--- src/viu_map.vh ---
// Register offsets, field positions and reset values of the interrupt status/command block
`ifndef VIU_MAP_VH
`define VIU_MAP_VH
// Register byte offsets
`define VIU_OFF_NVEC      12'h100
`define VIU_OFF_FVEC      12'h104
`define VIU_OFF_CUR_SRC   12'h108
`define VIU_OFF_PENDING   12'h10c
`define VIU_OFF_ENABLED   12'h110
`define VIU_OFF_LINE_STAT 12'h114
`define VIU_OFF_EN_CMD    12'h120
`define VIU_OFF_DIS_CMD   12'h124
`define VIU_OFF_CLR_CMD   12'h128
`define VIU_OFF_SET_CMD   12'h12c
`define VIU_OFF_EOS_CMD   12'h130
`define VIU_OFF_SPUR      12'h134
`define VIU_OFF_DBG       12'h138
`define VIU_OFF_FF_EN     12'h140
`define VIU_OFF_FF_DIS    12'h144
`define VIU_OFF_FF_STAT   12'h148
`define VIU_OFF_SVEC_BASE 12'h080
`define VIU_OFF_SVEC_TOP  12'h0fc
`define VIU_OFF_IRQ_STAT  12'h150
`define VIU_OFF_IRQ_EN    12'h154
`define VIU_OFF_IRQ_CLR   12'h158
// Field positions
`define VIU_DBG_GUARD_BIT 0
`define VIU_DBG_GMASK_BIT 1
`define VIU_LINE_FAST_BIT 0
`define VIU_LINE_NORM_BIT 1
`define VIU_SRC_FAST      5'h00
// Reset values
`define VIU_RST_WORD      32'h0000_0000
`define VIU_RST_SRC       5'h00
`endif

--- src/viu_vec_mem.v ---
// Vector table memory of 32 handler addresses with registered read data
`timescale 1ns/1ps
`default_nettype none
module viu_vec_mem #(
  parameter AW = 5,
  parameter DW = 32
) (
  input  wire          mclk,
  input  wire          ce,
  input  wire          we,
  input  wire [AW-1:0] waddr,
  input  wire [DW-1:0] wdata,
  input  wire [AW-1:0] raddr,
  output reg  [DW-1:0] rdata_q
);
  reg [DW-1:0] mem [0:(1<<AW)-1]; // Handler table

  // Write port and registered read port
  always @(posedge mclk) begin
    if (ce) begin
      if (we) begin
        mem[waddr] <= wdata;
      end
      rdata_q <= mem[raddr];
    end
  end
endmodule
`default_nettype wire

--- src/viu_regs.v ---
// Status and command register set of a 32-source vectored interrupt unit
//
// Function
// Current source register shows serviced source number
// Pending register, one bit per source
// Enabled register shows per-source enable state
// Line status: fast bit0, normal bit1
// Enable command sets enables for ones
// Disable command clears enables for ones
// Clear command clears pending for ones
// Set command forces pending for ones
// Any end-of-service write signals end
// Spurious vector read/write, returned when spurious
// Debug bit0 is guard mode, resets zero
// Global mask bit1 holds both lines inactive
// Fast force enable for sources 1-31
// Fast force disable for written ones
// Fast force status shows bits 1-31
// Wake still raised under global mask
// Normal vector read returns current handler address
// Command register reads return zero, no effect
`timescale 1ns/1ps
`default_nettype none
`include "viu_map.vh"
module viu_regs #(
  parameter NSRC = 32
) (
  input  wire            mclk,
  input  wire            rst,
  input  wire            ce,
  input  wire [11:0]     addr,
  input  wire [31:0]     wdata,
  input  wire            wr,
  input  wire            rd,
  output wire [31:0]     rdata_q,
  input  wire [NSRC-1:0] src_req,
  input  wire            core_idle,
  output wire            core_fast_request_line_n,
  output wire            core_normal_request_line_n,
  output wire            wake,
  output wire            end_of_service,
  output wire            access_guard_mode,
  output wire            irq
);
  // Synchronised source requests
  reg [NSRC-1:0] src_s1_q;          // First stage
  reg [NSRC-1:0] src_s2_q;          // Second stage
  reg [NSRC-1:0] src_d1_q;          // Previous for edge find
  reg            idle_s1_q;         // Idle first stage
  reg            idle_s2_q;         // Idle second stage
  // Programmer-visible state
  reg [NSRC-1:0] pending_q;         // Pending per source
  reg [NSRC-1:0] enabled_q;         // Enable per source
  reg [NSRC-1:0] ffs_q;             // Fast forcing per source
  reg [31:0]     spur_q;            // Spurious handler address
  reg            guard_q;           // Protection mode
  reg            gmask_q;           // Global line mask
  reg [4:0]      cur_src_q;         // Current source number
  reg            in_service_q;      // A normal interrupt is current
  reg            fast_line_q;       // Fast line active
  reg            norm_line_q;       // Normal line active
  reg [2:0]      ev_stat_q;         // Sticky event status
  reg [2:0]      ev_en_q;           // Event enables
  reg            vec_rd_q;          // Vector read pending data
  reg            vec_spur_q;        // Vector read is spurious
  reg [31:0]     word_q;            // Registered plain read word
  // Decodes
  wire wr_en   = ce & wr & (addr == `VIU_OFF_EN_CMD);
  wire wr_dis  = ce & wr & (addr == `VIU_OFF_DIS_CMD);
  wire wr_clr  = ce & wr & (addr == `VIU_OFF_CLR_CMD);
  wire wr_set  = ce & wr & (addr == `VIU_OFF_SET_CMD);
  wire wr_eos  = ce & wr & (addr == `VIU_OFF_EOS_CMD);
  wire wr_ffe  = ce & wr & (addr == `VIU_OFF_FF_EN);
  wire wr_ffd  = ce & wr & (addr == `VIU_OFF_FF_DIS);
  wire wr_svec = ce & wr & (addr >= `VIU_OFF_SVEC_BASE) & (addr <= `VIU_OFF_SVEC_TOP)
                 & (addr[1:0] == 2'b00);
  wire rd_nvec = ce & rd & (addr == `VIU_OFF_NVEC);
  wire rd_fvec = ce & rd & (addr == `VIU_OFF_FVEC);
  // Source edges and request sets
  wire [NSRC-1:0] src_rise = src_s2_q & ~src_d1_q;
  wire [NSRC-1:0] set_bits = src_rise | (wr_set ? wdata[NSRC-1:0] : {NSRC{1'b0}});
  wire [NSRC-1:0] clr_bits = wr_clr ? wdata[NSRC-1:0] : {NSRC{1'b0}};
  // Active requests split fast and normal
  wire [NSRC-1:0] act      = pending_q & enabled_q;
  wire [NSRC-1:0] fast_map = ffs_q | {{(NSRC-1){1'b0}}, 1'b1};
  wire            fast_req = |(act & fast_map);
  wire [NSRC-1:0] norm_act = act & ~fast_map;
  // Lowest-numbered normal request
  reg  [4:0] norm_id;
  reg        norm_any;
  integer    i;

  // Pick lowest active normal source
  always @* begin
    norm_id  = 5'h00;
    norm_any = 1'b0;
    for (i = NSRC-1; i >= 0; i = i - 1) begin
      if (norm_act[i]) begin
        norm_id  = i[4:0];
        norm_any = 1'b1;
      end
    end
  end

  // Vector table, looked up by fast source 0, current source or lowest normal request
  wire [31:0] vec_rdata;
  wire [4:0]  vec_raddr = rd_fvec ? `VIU_SRC_FAST : (in_service_q ? cur_src_q : norm_id);
  viu_vec_mem #(.AW(5), .DW(32)) u_vec (
    .mclk    (mclk),
    .ce      (ce),
    .we      (wr_svec),
    .waddr   (addr[6:2]),
    .wdata   (wdata),
    .raddr   (vec_raddr),
    .rdata_q (vec_rdata)
  );

  // Input synchronisers
  always @(posedge mclk or posedge rst) begin
    if (rst) begin
      src_s1_q  <= {NSRC{1'b0}};
      src_s2_q  <= {NSRC{1'b0}};
      src_d1_q  <= {NSRC{1'b0}};
      idle_s1_q <= 1'b0;
      idle_s2_q <= 1'b0;
    end else if (ce) begin
      src_s1_q  <= src_req;
      src_s2_q  <= src_s1_q;
      src_d1_q  <= src_s2_q;
      idle_s1_q <= core_idle;
      idle_s2_q <= idle_s1_q;
    end
  end

  // Pending, enable and fast forcing state
  always @(posedge mclk or posedge rst) begin
    if (rst) begin
      pending_q <= {NSRC{1'b0}};
      enabled_q <= {NSRC{1'b0}};
      ffs_q     <= {NSRC{1'b0}};
    end else if (ce) begin
      // Hardware set wins over software clear
      pending_q <= (pending_q & ~clr_bits) | set_bits;
      if (wr_en) begin
        enabled_q <= enabled_q | wdata[NSRC-1:0];
      end else if (wr_dis) begin
        enabled_q <= enabled_q & ~wdata[NSRC-1:0];
      end
      if (wr_ffe) begin
        ffs_q <= ffs_q | {wdata[NSRC-1:1], 1'b0};
      end else if (wr_ffd) begin
        ffs_q <= ffs_q & ~{wdata[NSRC-1:1], 1'b0};
      end
    end
  end

  // Current source tracking and end of service
  always @(posedge mclk or posedge rst) begin
    if (rst) begin
      cur_src_q    <= `VIU_RST_SRC;
      in_service_q <= 1'b0;
    end else if (ce) begin
      if (wr_eos) begin
        in_service_q <= 1'b0;
      end else if (rd_nvec && !in_service_q && norm_any) begin
        cur_src_q    <= norm_id;
        in_service_q <= 1'b1;
      end
    end
  end

  // Control registers and line state
  always @(posedge mclk or posedge rst) begin
    if (rst) begin
      spur_q      <= `VIU_RST_WORD;
      guard_q     <= 1'b0;
      gmask_q     <= 1'b0;
      fast_line_q <= 1'b0;
      norm_line_q <= 1'b0;
    end else if (ce) begin
      if (wr && addr == `VIU_OFF_SPUR) begin
        spur_q <= wdata;
      end
      if (wr && addr == `VIU_OFF_DBG) begin
        guard_q <= wdata[`VIU_DBG_GUARD_BIT];
        gmask_q <= wdata[`VIU_DBG_GMASK_BIT];
      end
      fast_line_q <= fast_req & ~gmask_q;
      norm_line_q <= norm_any & ~in_service_q & ~gmask_q;
    end
  end

  // Sticky event status with enable and clear
  wire [2:0] ev_set = {wr_eos, |src_rise, fast_req & ~fast_line_q & ~gmask_q};
  always @(posedge mclk or posedge rst) begin
    if (rst) begin
      ev_stat_q <= 3'h0;
      ev_en_q   <= 3'h0;
    end else if (ce) begin
      if (wr && addr == `VIU_OFF_IRQ_EN) begin
        ev_en_q <= wdata[2:0];
      end
      // Set wins over clear
      ev_stat_q <= (ev_stat_q & ~((wr && addr == `VIU_OFF_IRQ_CLR) ? wdata[2:0] : 3'h0))
                   | ev_set;
    end
  end

  // Read data mux, registered; vector reads resolve after the table
  always @(posedge mclk or posedge rst) begin
    if (rst) begin
      word_q     <= `VIU_RST_WORD;
      vec_rd_q   <= 1'b0;
      vec_spur_q <= 1'b0;
    end else if (ce) begin
      vec_rd_q   <= 1'b0;
      vec_spur_q <= 1'b0;
      word_q     <= `VIU_RST_WORD;
      if (rd) begin
        case (addr)
          `VIU_OFF_CUR_SRC:   word_q <= {27'h0, cur_src_q};
          `VIU_OFF_PENDING:   word_q <= pending_q;
          `VIU_OFF_ENABLED:   word_q <= enabled_q;
          `VIU_OFF_LINE_STAT: word_q <= {30'h0, norm_line_q, fast_line_q};
          `VIU_OFF_SPUR:      word_q <= spur_q;
          `VIU_OFF_DBG:       word_q <= {30'h0, gmask_q, guard_q};
          `VIU_OFF_FF_STAT:   word_q <= {ffs_q[NSRC-1:1], 1'b0};
          `VIU_OFF_IRQ_STAT:  word_q <= {29'h0, ev_stat_q};
          `VIU_OFF_IRQ_EN:    word_q <= {29'h0, ev_en_q};
          `VIU_OFF_NVEC: begin
            vec_rd_q   <= 1'b1;
            vec_spur_q <= ~in_service_q & ~norm_any;
          end
          `VIU_OFF_FVEC: begin
            vec_rd_q   <= 1'b1;
            vec_spur_q <= ~fast_req;
          end
          // Command and unmapped offsets read zero
          default:            word_q <= `VIU_RST_WORD;
        endcase
      end
    end
  end

  // Vector answers substitute table data
  wire [31:0] vec_word = vec_spur_q ? spur_q : vec_rdata;
  reg  [31:0] rdata_mux;
  always @* begin
    rdata_mux = vec_rd_q ? vec_word : word_q;
  end
  // Read data port carries vector answers too
  assign rdata_q = rdata_mux;

  // Outputs; lines are active low
  assign core_fast_request_line_n   = ~fast_line_q;
  assign core_normal_request_line_n = ~norm_line_q;
  assign wake              = (|act) & idle_s2_q;
  assign end_of_service    = wr_eos;
  assign access_guard_mode = guard_q;
  assign irq               = |(ev_stat_q & ev_en_q);
endmodule
`default_nettype wire

--- config.mk ---
export PLATFORM = sky130hd
export DESIGN_NAME = viu_regs
export DESIGN_NICKNAME = d
export VERILOG_FILES = /design/src/viu_vec_mem.v /design/src/viu_regs.v
export VERILOG_INCLUDE_DIRS = /design/src
export SDC_FILE = /design/constraint.sdc
export NUM_CORES = 2
export LEC_CHECK = 0
export BUFFER_PORTS_ARGS = -buffer_cell sky130_fd_sc_hd__buf_2
export CAP_MARGIN = 0
export CORE_MARGIN = 3
export CORE_UTILIZATION = 61
export DETAILED_ROUTE_END_ITERATION = 8
export PLACE_DENSITY = 0.78
export SLEW_MARGIN = 40
export SYNTH_ARGS = -nofsm -noshare
export SYNTH_HDL_FRONTEND = slang
export SYNTH_SLANG_ARGS = --single-unit
--- constraint.sdc ---
create_clock -name mclk -period 13 [get_ports mclk]
set_input_delay 2.6 -clock mclk [delete_from_list [all_inputs] [get_ports mclk]]
set_output_delay 2.6 -clock mclk [all_outputs]
set_load 0.02 [all_outputs]
== Word-level counts from Yosys, hierarchy flattened ==
Memory sizes are Yosys's and may differ from the RTL's. A register that Yosys moved wholly into a read port is not among the register bits.
Index checks and enable logic that the tools add are counted.

* Bits of input ports: 82
* Register bits: 276
* Output and inout bits: 38
* Memory bits (writable): 1,024
* Memories kept: 1
* Word-level logic and storage cells: 199

{| class="wikitable"
|+ Memories
! memory !! depth !! bits a word !! rd ports !! clocked after memory_dff !! write ports !! line !! source
|-
| u_vec.mem || 32 || 32 || 1 || 1 || 1 || viu_vec_mem.v:16 || <nowiki>reg [DW-1:0] mem [0:(1<<AW)-1];</nowiki>
|}

* Order comparisons: 2
* Equal/unequal tests: 19
* Reductions and logical operators: 23
* Mux-type cells: 86
* Bitwise operators: 48

{| class="wikitable"
|+ Operators by type and width
! kind !! number
|-
| $mux W32 || 9
|-
| $pmux W32 S9 || 1
|-
| $eq A12 B9 Y1 const B || 19
|-
| $and A32 B32 Y32 || 7
|-
| $mux W5 || 34
|-
| $not A32 Y32 || 5
|-
| $or A32 B32 Y32 || 4
|-
| $reduce_or A32 Y1 || 3
|-
| $mux W1 || 40
|-
| $and A1 B1 Y1 || 21
|-
| $ge A12 B8 Y1 const B || 1
|-
| $le A12 B8 Y1 const B || 1
|-
| $reduce_and A2 Y1 || 6
|-
| $not A1 Y1 || 7
|-
| $and A3 B3 Y3 || 2
|-
| $logic_and A1 B1 Y1 || 6
|-
| $reduce_bool A2 Y1 || 3
|-
| $mux W3 || 1
|-
| $not A3 Y3 || 1
|-
| $or A3 B3 Y3 || 1
|-
| $reduce_and A3 Y1 || 1
|-
| $reduce_or A3 Y1 || 1
|-
| $logic_not A2 Y1 || 1
|-
| $pmux W1 S2 || 1
|-
| 2 further kinds || 2
|}

== Depth between registers and ports, before layout ==
* Depth after elaboration: 38
* Mapped depth: 15
* Gate-level depth less buffers: 10

== Cells and area by module ==
Synthesis repeated with hierarchy kept, for this count alone.

* Cell total of the unflattened synthesis: 3,535
* Area total of the unflattened synthesis: 54,389.7 µm²

{| class="wikitable"
|+ By module, submodules not included
! module !! cells an instance !! instances !! area each (µm²)
|-
| viu_vec_mem || 2,262 || 1 || 40,814.1
|-
| viu_regs || 1,273 || 1 || 13,575.5
|}

== Least setup slack after synthesis ==
OpenSTA, ideal clock, no wires.

* Path kind: input to output
* From: in addr[10]
* To: out end_of_service
* Stages: 4
* Buffers on the path: 0
* Setup slack: 6,197 ps
* Arrival: 4,203 ps
* Required time: 10,400 ps
* Cells stage by stage: nor2_1 nor4b_1 nand2_1 nor4b_1

* Word-level cells in the longest chain between the ends: 2

{| class="wikitable"
|+ Ends and longest elaborated chain
! what !! line !! source
|-
| start, declared || viu_regs.v:31 || <nowiki>input wire [11:0] addr,</nowiki>
|-
| $eq A12 B9 Y1 (no source line) || -- ||
|-
| $and A1 B1 Y1 || viu_regs.v:72 || <nowiki>wire wr_eos = ce & wr & (addr == `VIU_OFF_EOS_CMD);</nowiki>
|-
| end, declared || viu_regs.v:41 || <nowiki>output wire end_of_service,</nowiki>
|}

No other way between the ends.

== Worst setup path in the final report ==
Ends and elaborated chain as after synthesis.

==> results.cfg <==
[sta]
tightestPinTransition_ns = 0.899
clock.fmax_ghz = 0.141
timing.final.crit_period_ns = 7.08
hold_violations = 0
period_share_pct = 54.5
setup_tns_ns = 0
fin_hold_ws_ns = 0.495
maxSlewViolCount = 0
postLayoutSetupSlackWorst_ns = 5.92
rsz0062_at_grt = no
finalSetupViolCount = 0
fin_worst_skew_ns = 0.0313
timing.slew.headroom_pct = 40.1

[detailed_routing]
drt_iter0_markers = 5701
drc = 0
dr.pass1.iters = 8
dr_total_vias = 37900
ant_nets = 0
viasPerCell = 6.86
routed_wl_um = 159000
wl_per_cell_um = 28.9

[clock_tree]
cts_root_buffer = clkbuf_16
htree_levels = 4
cts_tree = built
cts_resized = 0
cts.clk_slew.worst_paths_ns = 0.06
ctsHoldBuffers = 0
cts_buffers = 132
clockBufferDepth = 3
postCtsSetupBuffers = 0
clock-sinks = 1331
clk-insertion-delay-late_ns = 0.75

[global_routing]
grt_pass1_vias = 36800
gr-usage-all-layers_pct = 33.7
grt_overflow = 0
grt_pass1_wl_um = 235000
grt_antenna_before_repair = 7
grt_max_degree = 135

[layout]
final_nets = 4318
area_growth_pct = 11.3
drive_above_1_share_pct = 14.0

[place]
place.gp.congestion = 0.992
portBuffers = 119
pre_cts_slack_ns = 5.57
dpl.hpwl_um = 85800

[critical_path]
crit_fanout = 4
worst-path-buf-inv = 2
crit_slowest_cell = nor4b_1
crit_chain = buf_2 > nor2_1 > nor4b_1 > nand2_1 > nor4b_1 > buf_2
end_kind = output pin
critPathTopFamily = simple AND/OR/NAND/NOR gates
critical-path-max-stage-delay_ns = 0.60
cp.required_ns = 10.40
critPathArrivalTime_ns = 4.48
criticalPathCategory = input port to output pin
worstSetupStartpointType = input port

[floorplan]
dieArea_um2 = 94700
fp.dieH_um = 308
die_width_um = 308
std_cell_rows = 110
start_util_pct = 61.6
core-area_um2 = 90100
io_pins = 120

[pwr]
ir_worst_vdd_uv = 128
leakage_nw = 23.0
total_power_w = 0.00865
p_per_area_nw_per_um2 = 140

[outcome]
outcome = finished clean

[yosys]
synth_area_um2 = 55500
ys_warn_count = 0
synthMuxAreaShare_pct = 6.85
synth_edf_count = 1056
synth_compound_area_share_pct = 9.89
syn_nets = 4267
synth-main-ff-cell = edfxtp_1
yosys.area_share.simple_pct = 11.1
ys_types = 76
synth_top_family_by_area = simple AND/OR/NAND/NOR gates
syn-instance-count = 4185
synth-seq-cells = 1331
ys_seq_area_share_pct = 69.5
async_reset_ff_share_pct = 20.7
synthAdderAreaFrac_pct = 0
syn-mean-instance-area_um2 = 13.3
synthXorXnorAreaFrac_pct = 0

[flow_run]
max-cap-violations = 0

[hold_path]
hp-class = flip-flop to flip-flop
-- synth_stat cells, types with 33 or more instances --
cell type,count,area share [%]
clkbuf_1,171,1.2
mux2i_1,227,4.1
o22ai_1,38,0.43
nor2_1,89,0.60
mux2_2,136,2.8
a21oi_1,206,1.9
nand2_1,587,4.0
dfrtp_1,275,12
nand2b_1,37,0.42
inv_1,45,0.30
o221ai_1,33,0.52
buf_2,68,0.61
nand3_1,424,3.8
o21ai_0,290,2.6
and4_1,35,0.55
edfxtp_1,1056,57
-- final timing paths --
kind                                           start                           to  slack, ns  depth (start not counted)
min                         src_d1_q[18]$_DFFE_PP0P_     src_d1_q[18]$_DFFE_PP0P_       0.50                          1
max in group asynchronous                        rst       word_q[25]$_DFFE_PP0P_       9.83                          3
max reg2reg                pending_q[27]$_DFFE_PP0P_  u_vec.rdata_q[16]$_DFFE_PP_       8.11                         13
max                                         addr[10]               end_of_service       5.92                          6
min reg2reg                 src_d1_q[18]$_DFFE_PP0P_     src_d1_q[18]$_DFFE_PP0P_       0.50                          1
min in group asynchronous                        rst     src_s1_q[30]$_DFFE_PP0P_       1.99                          2
-- sequential cells by signal (all words and copies together), names as in the netlist, 3 cells and up, named ones only --
name / cells
cur_src_q: 5
ev_en_q: 3
ev_stat_q: 3
pending_q: 32
spur_q: 32
src_d1_q: 32
src_s1_q: 32
src_s2_q: 32
u_vec.mem: 1024
u_vec.rdata_q: 32
word_q: 32
-- through the flow --
step | std cells | instance area, um^2 | utilization, %
after detailed placement | 5276 | 57400 | 63.7
after floorplan | 4185 | 55500 | -
after CTS | 5515 | 61700 | 68.4
after global placement | 5270 | 57300 | 63.6
after global routing | 5517 | 61700 | 68.5
final | 5521 | 61800 | 68.5
-- cell type report --
type | count | area, um^2
inverter | 45 | 181
antenna | 4 | 10.0
multi-input combinational | 2519 | 15800
tap | 1176 | 1470
clock inverter | 66 | 608
timing repair buffer | 207 | 1430
fill | 5878 | 28400
sequential | 1331 | 38600
clock buffer | 173 | 3620
-- worst reg2reg max path, delay by kind of cell, from the launching register on --
| family | cells | cell delay (ns) |
|---|---|---|
| AOI/OAI and AO/OA | 7 | 2.04 |
| buffers and inverters | 3 | 1.62 |
| and+or+nand+nor | 3 | 0.65 |
| DFF | 1 | 0.45 |
-- logic make-up (layout without fill, tap and decap cells) --
family / after synthesis / after routing
simple gates: 1308 / 1308
compound gates: 848 / 848
mux: 363 / 363
other cells: 0 / 4
flops: 1331 / 1331
buf+inv: 335 / 491
-- power by group --
group | internal, W | switching, W | total [W]
registers | 0.00465 | 0.0000337 | 0.00468
clock network | 0.00215 | 0.00159 | 0.00374
logic | 0.0000713 | 0.000157 | 0.000229
total | 0.00688 | 0.00178 | 0.00865
-- cell usage in the layout, fill, tap and decap left out, types with 32 or more instances in the layout --
| cell | instances |
|---|---|
| edfxtp_1 | 1056 |
| nand2_1 | 584 |
| nand3_1 | 423 |
| o21ai_0 | 290 |
| dfrtp_1 | 273 |
| mux2i_1 | 227 |
| a21oi_1 | 205 |
| clkbuf_16 | 138 |
| mux2_2 | 136 |
| buf_2 | 117 |
| buf_4 | 67 |
| nor2_1 | 51 |
| inv_1 | 44 |
| o22ai_1 | 38 |
| nand2b_1 | 37 |
| nor2_4 | 37 |
| and4_1 | 35 |
| o221ai_1 | 33 |
| and3_1 | 32 |
-- metal layers --
layer  vias up  part of all wire, %  global-route usage (%)  wire length (um)
met3       571                   13                    8.21             20100
met2      2728                   46                    52.3             73100
met4         2                  6.0                    19.0              9610
met5         -               0.0082                       0                13
met1     18600                   36                    44.0             56600
li1      16000                    -                       -                 -
Power figures use the tool's default switching activity.
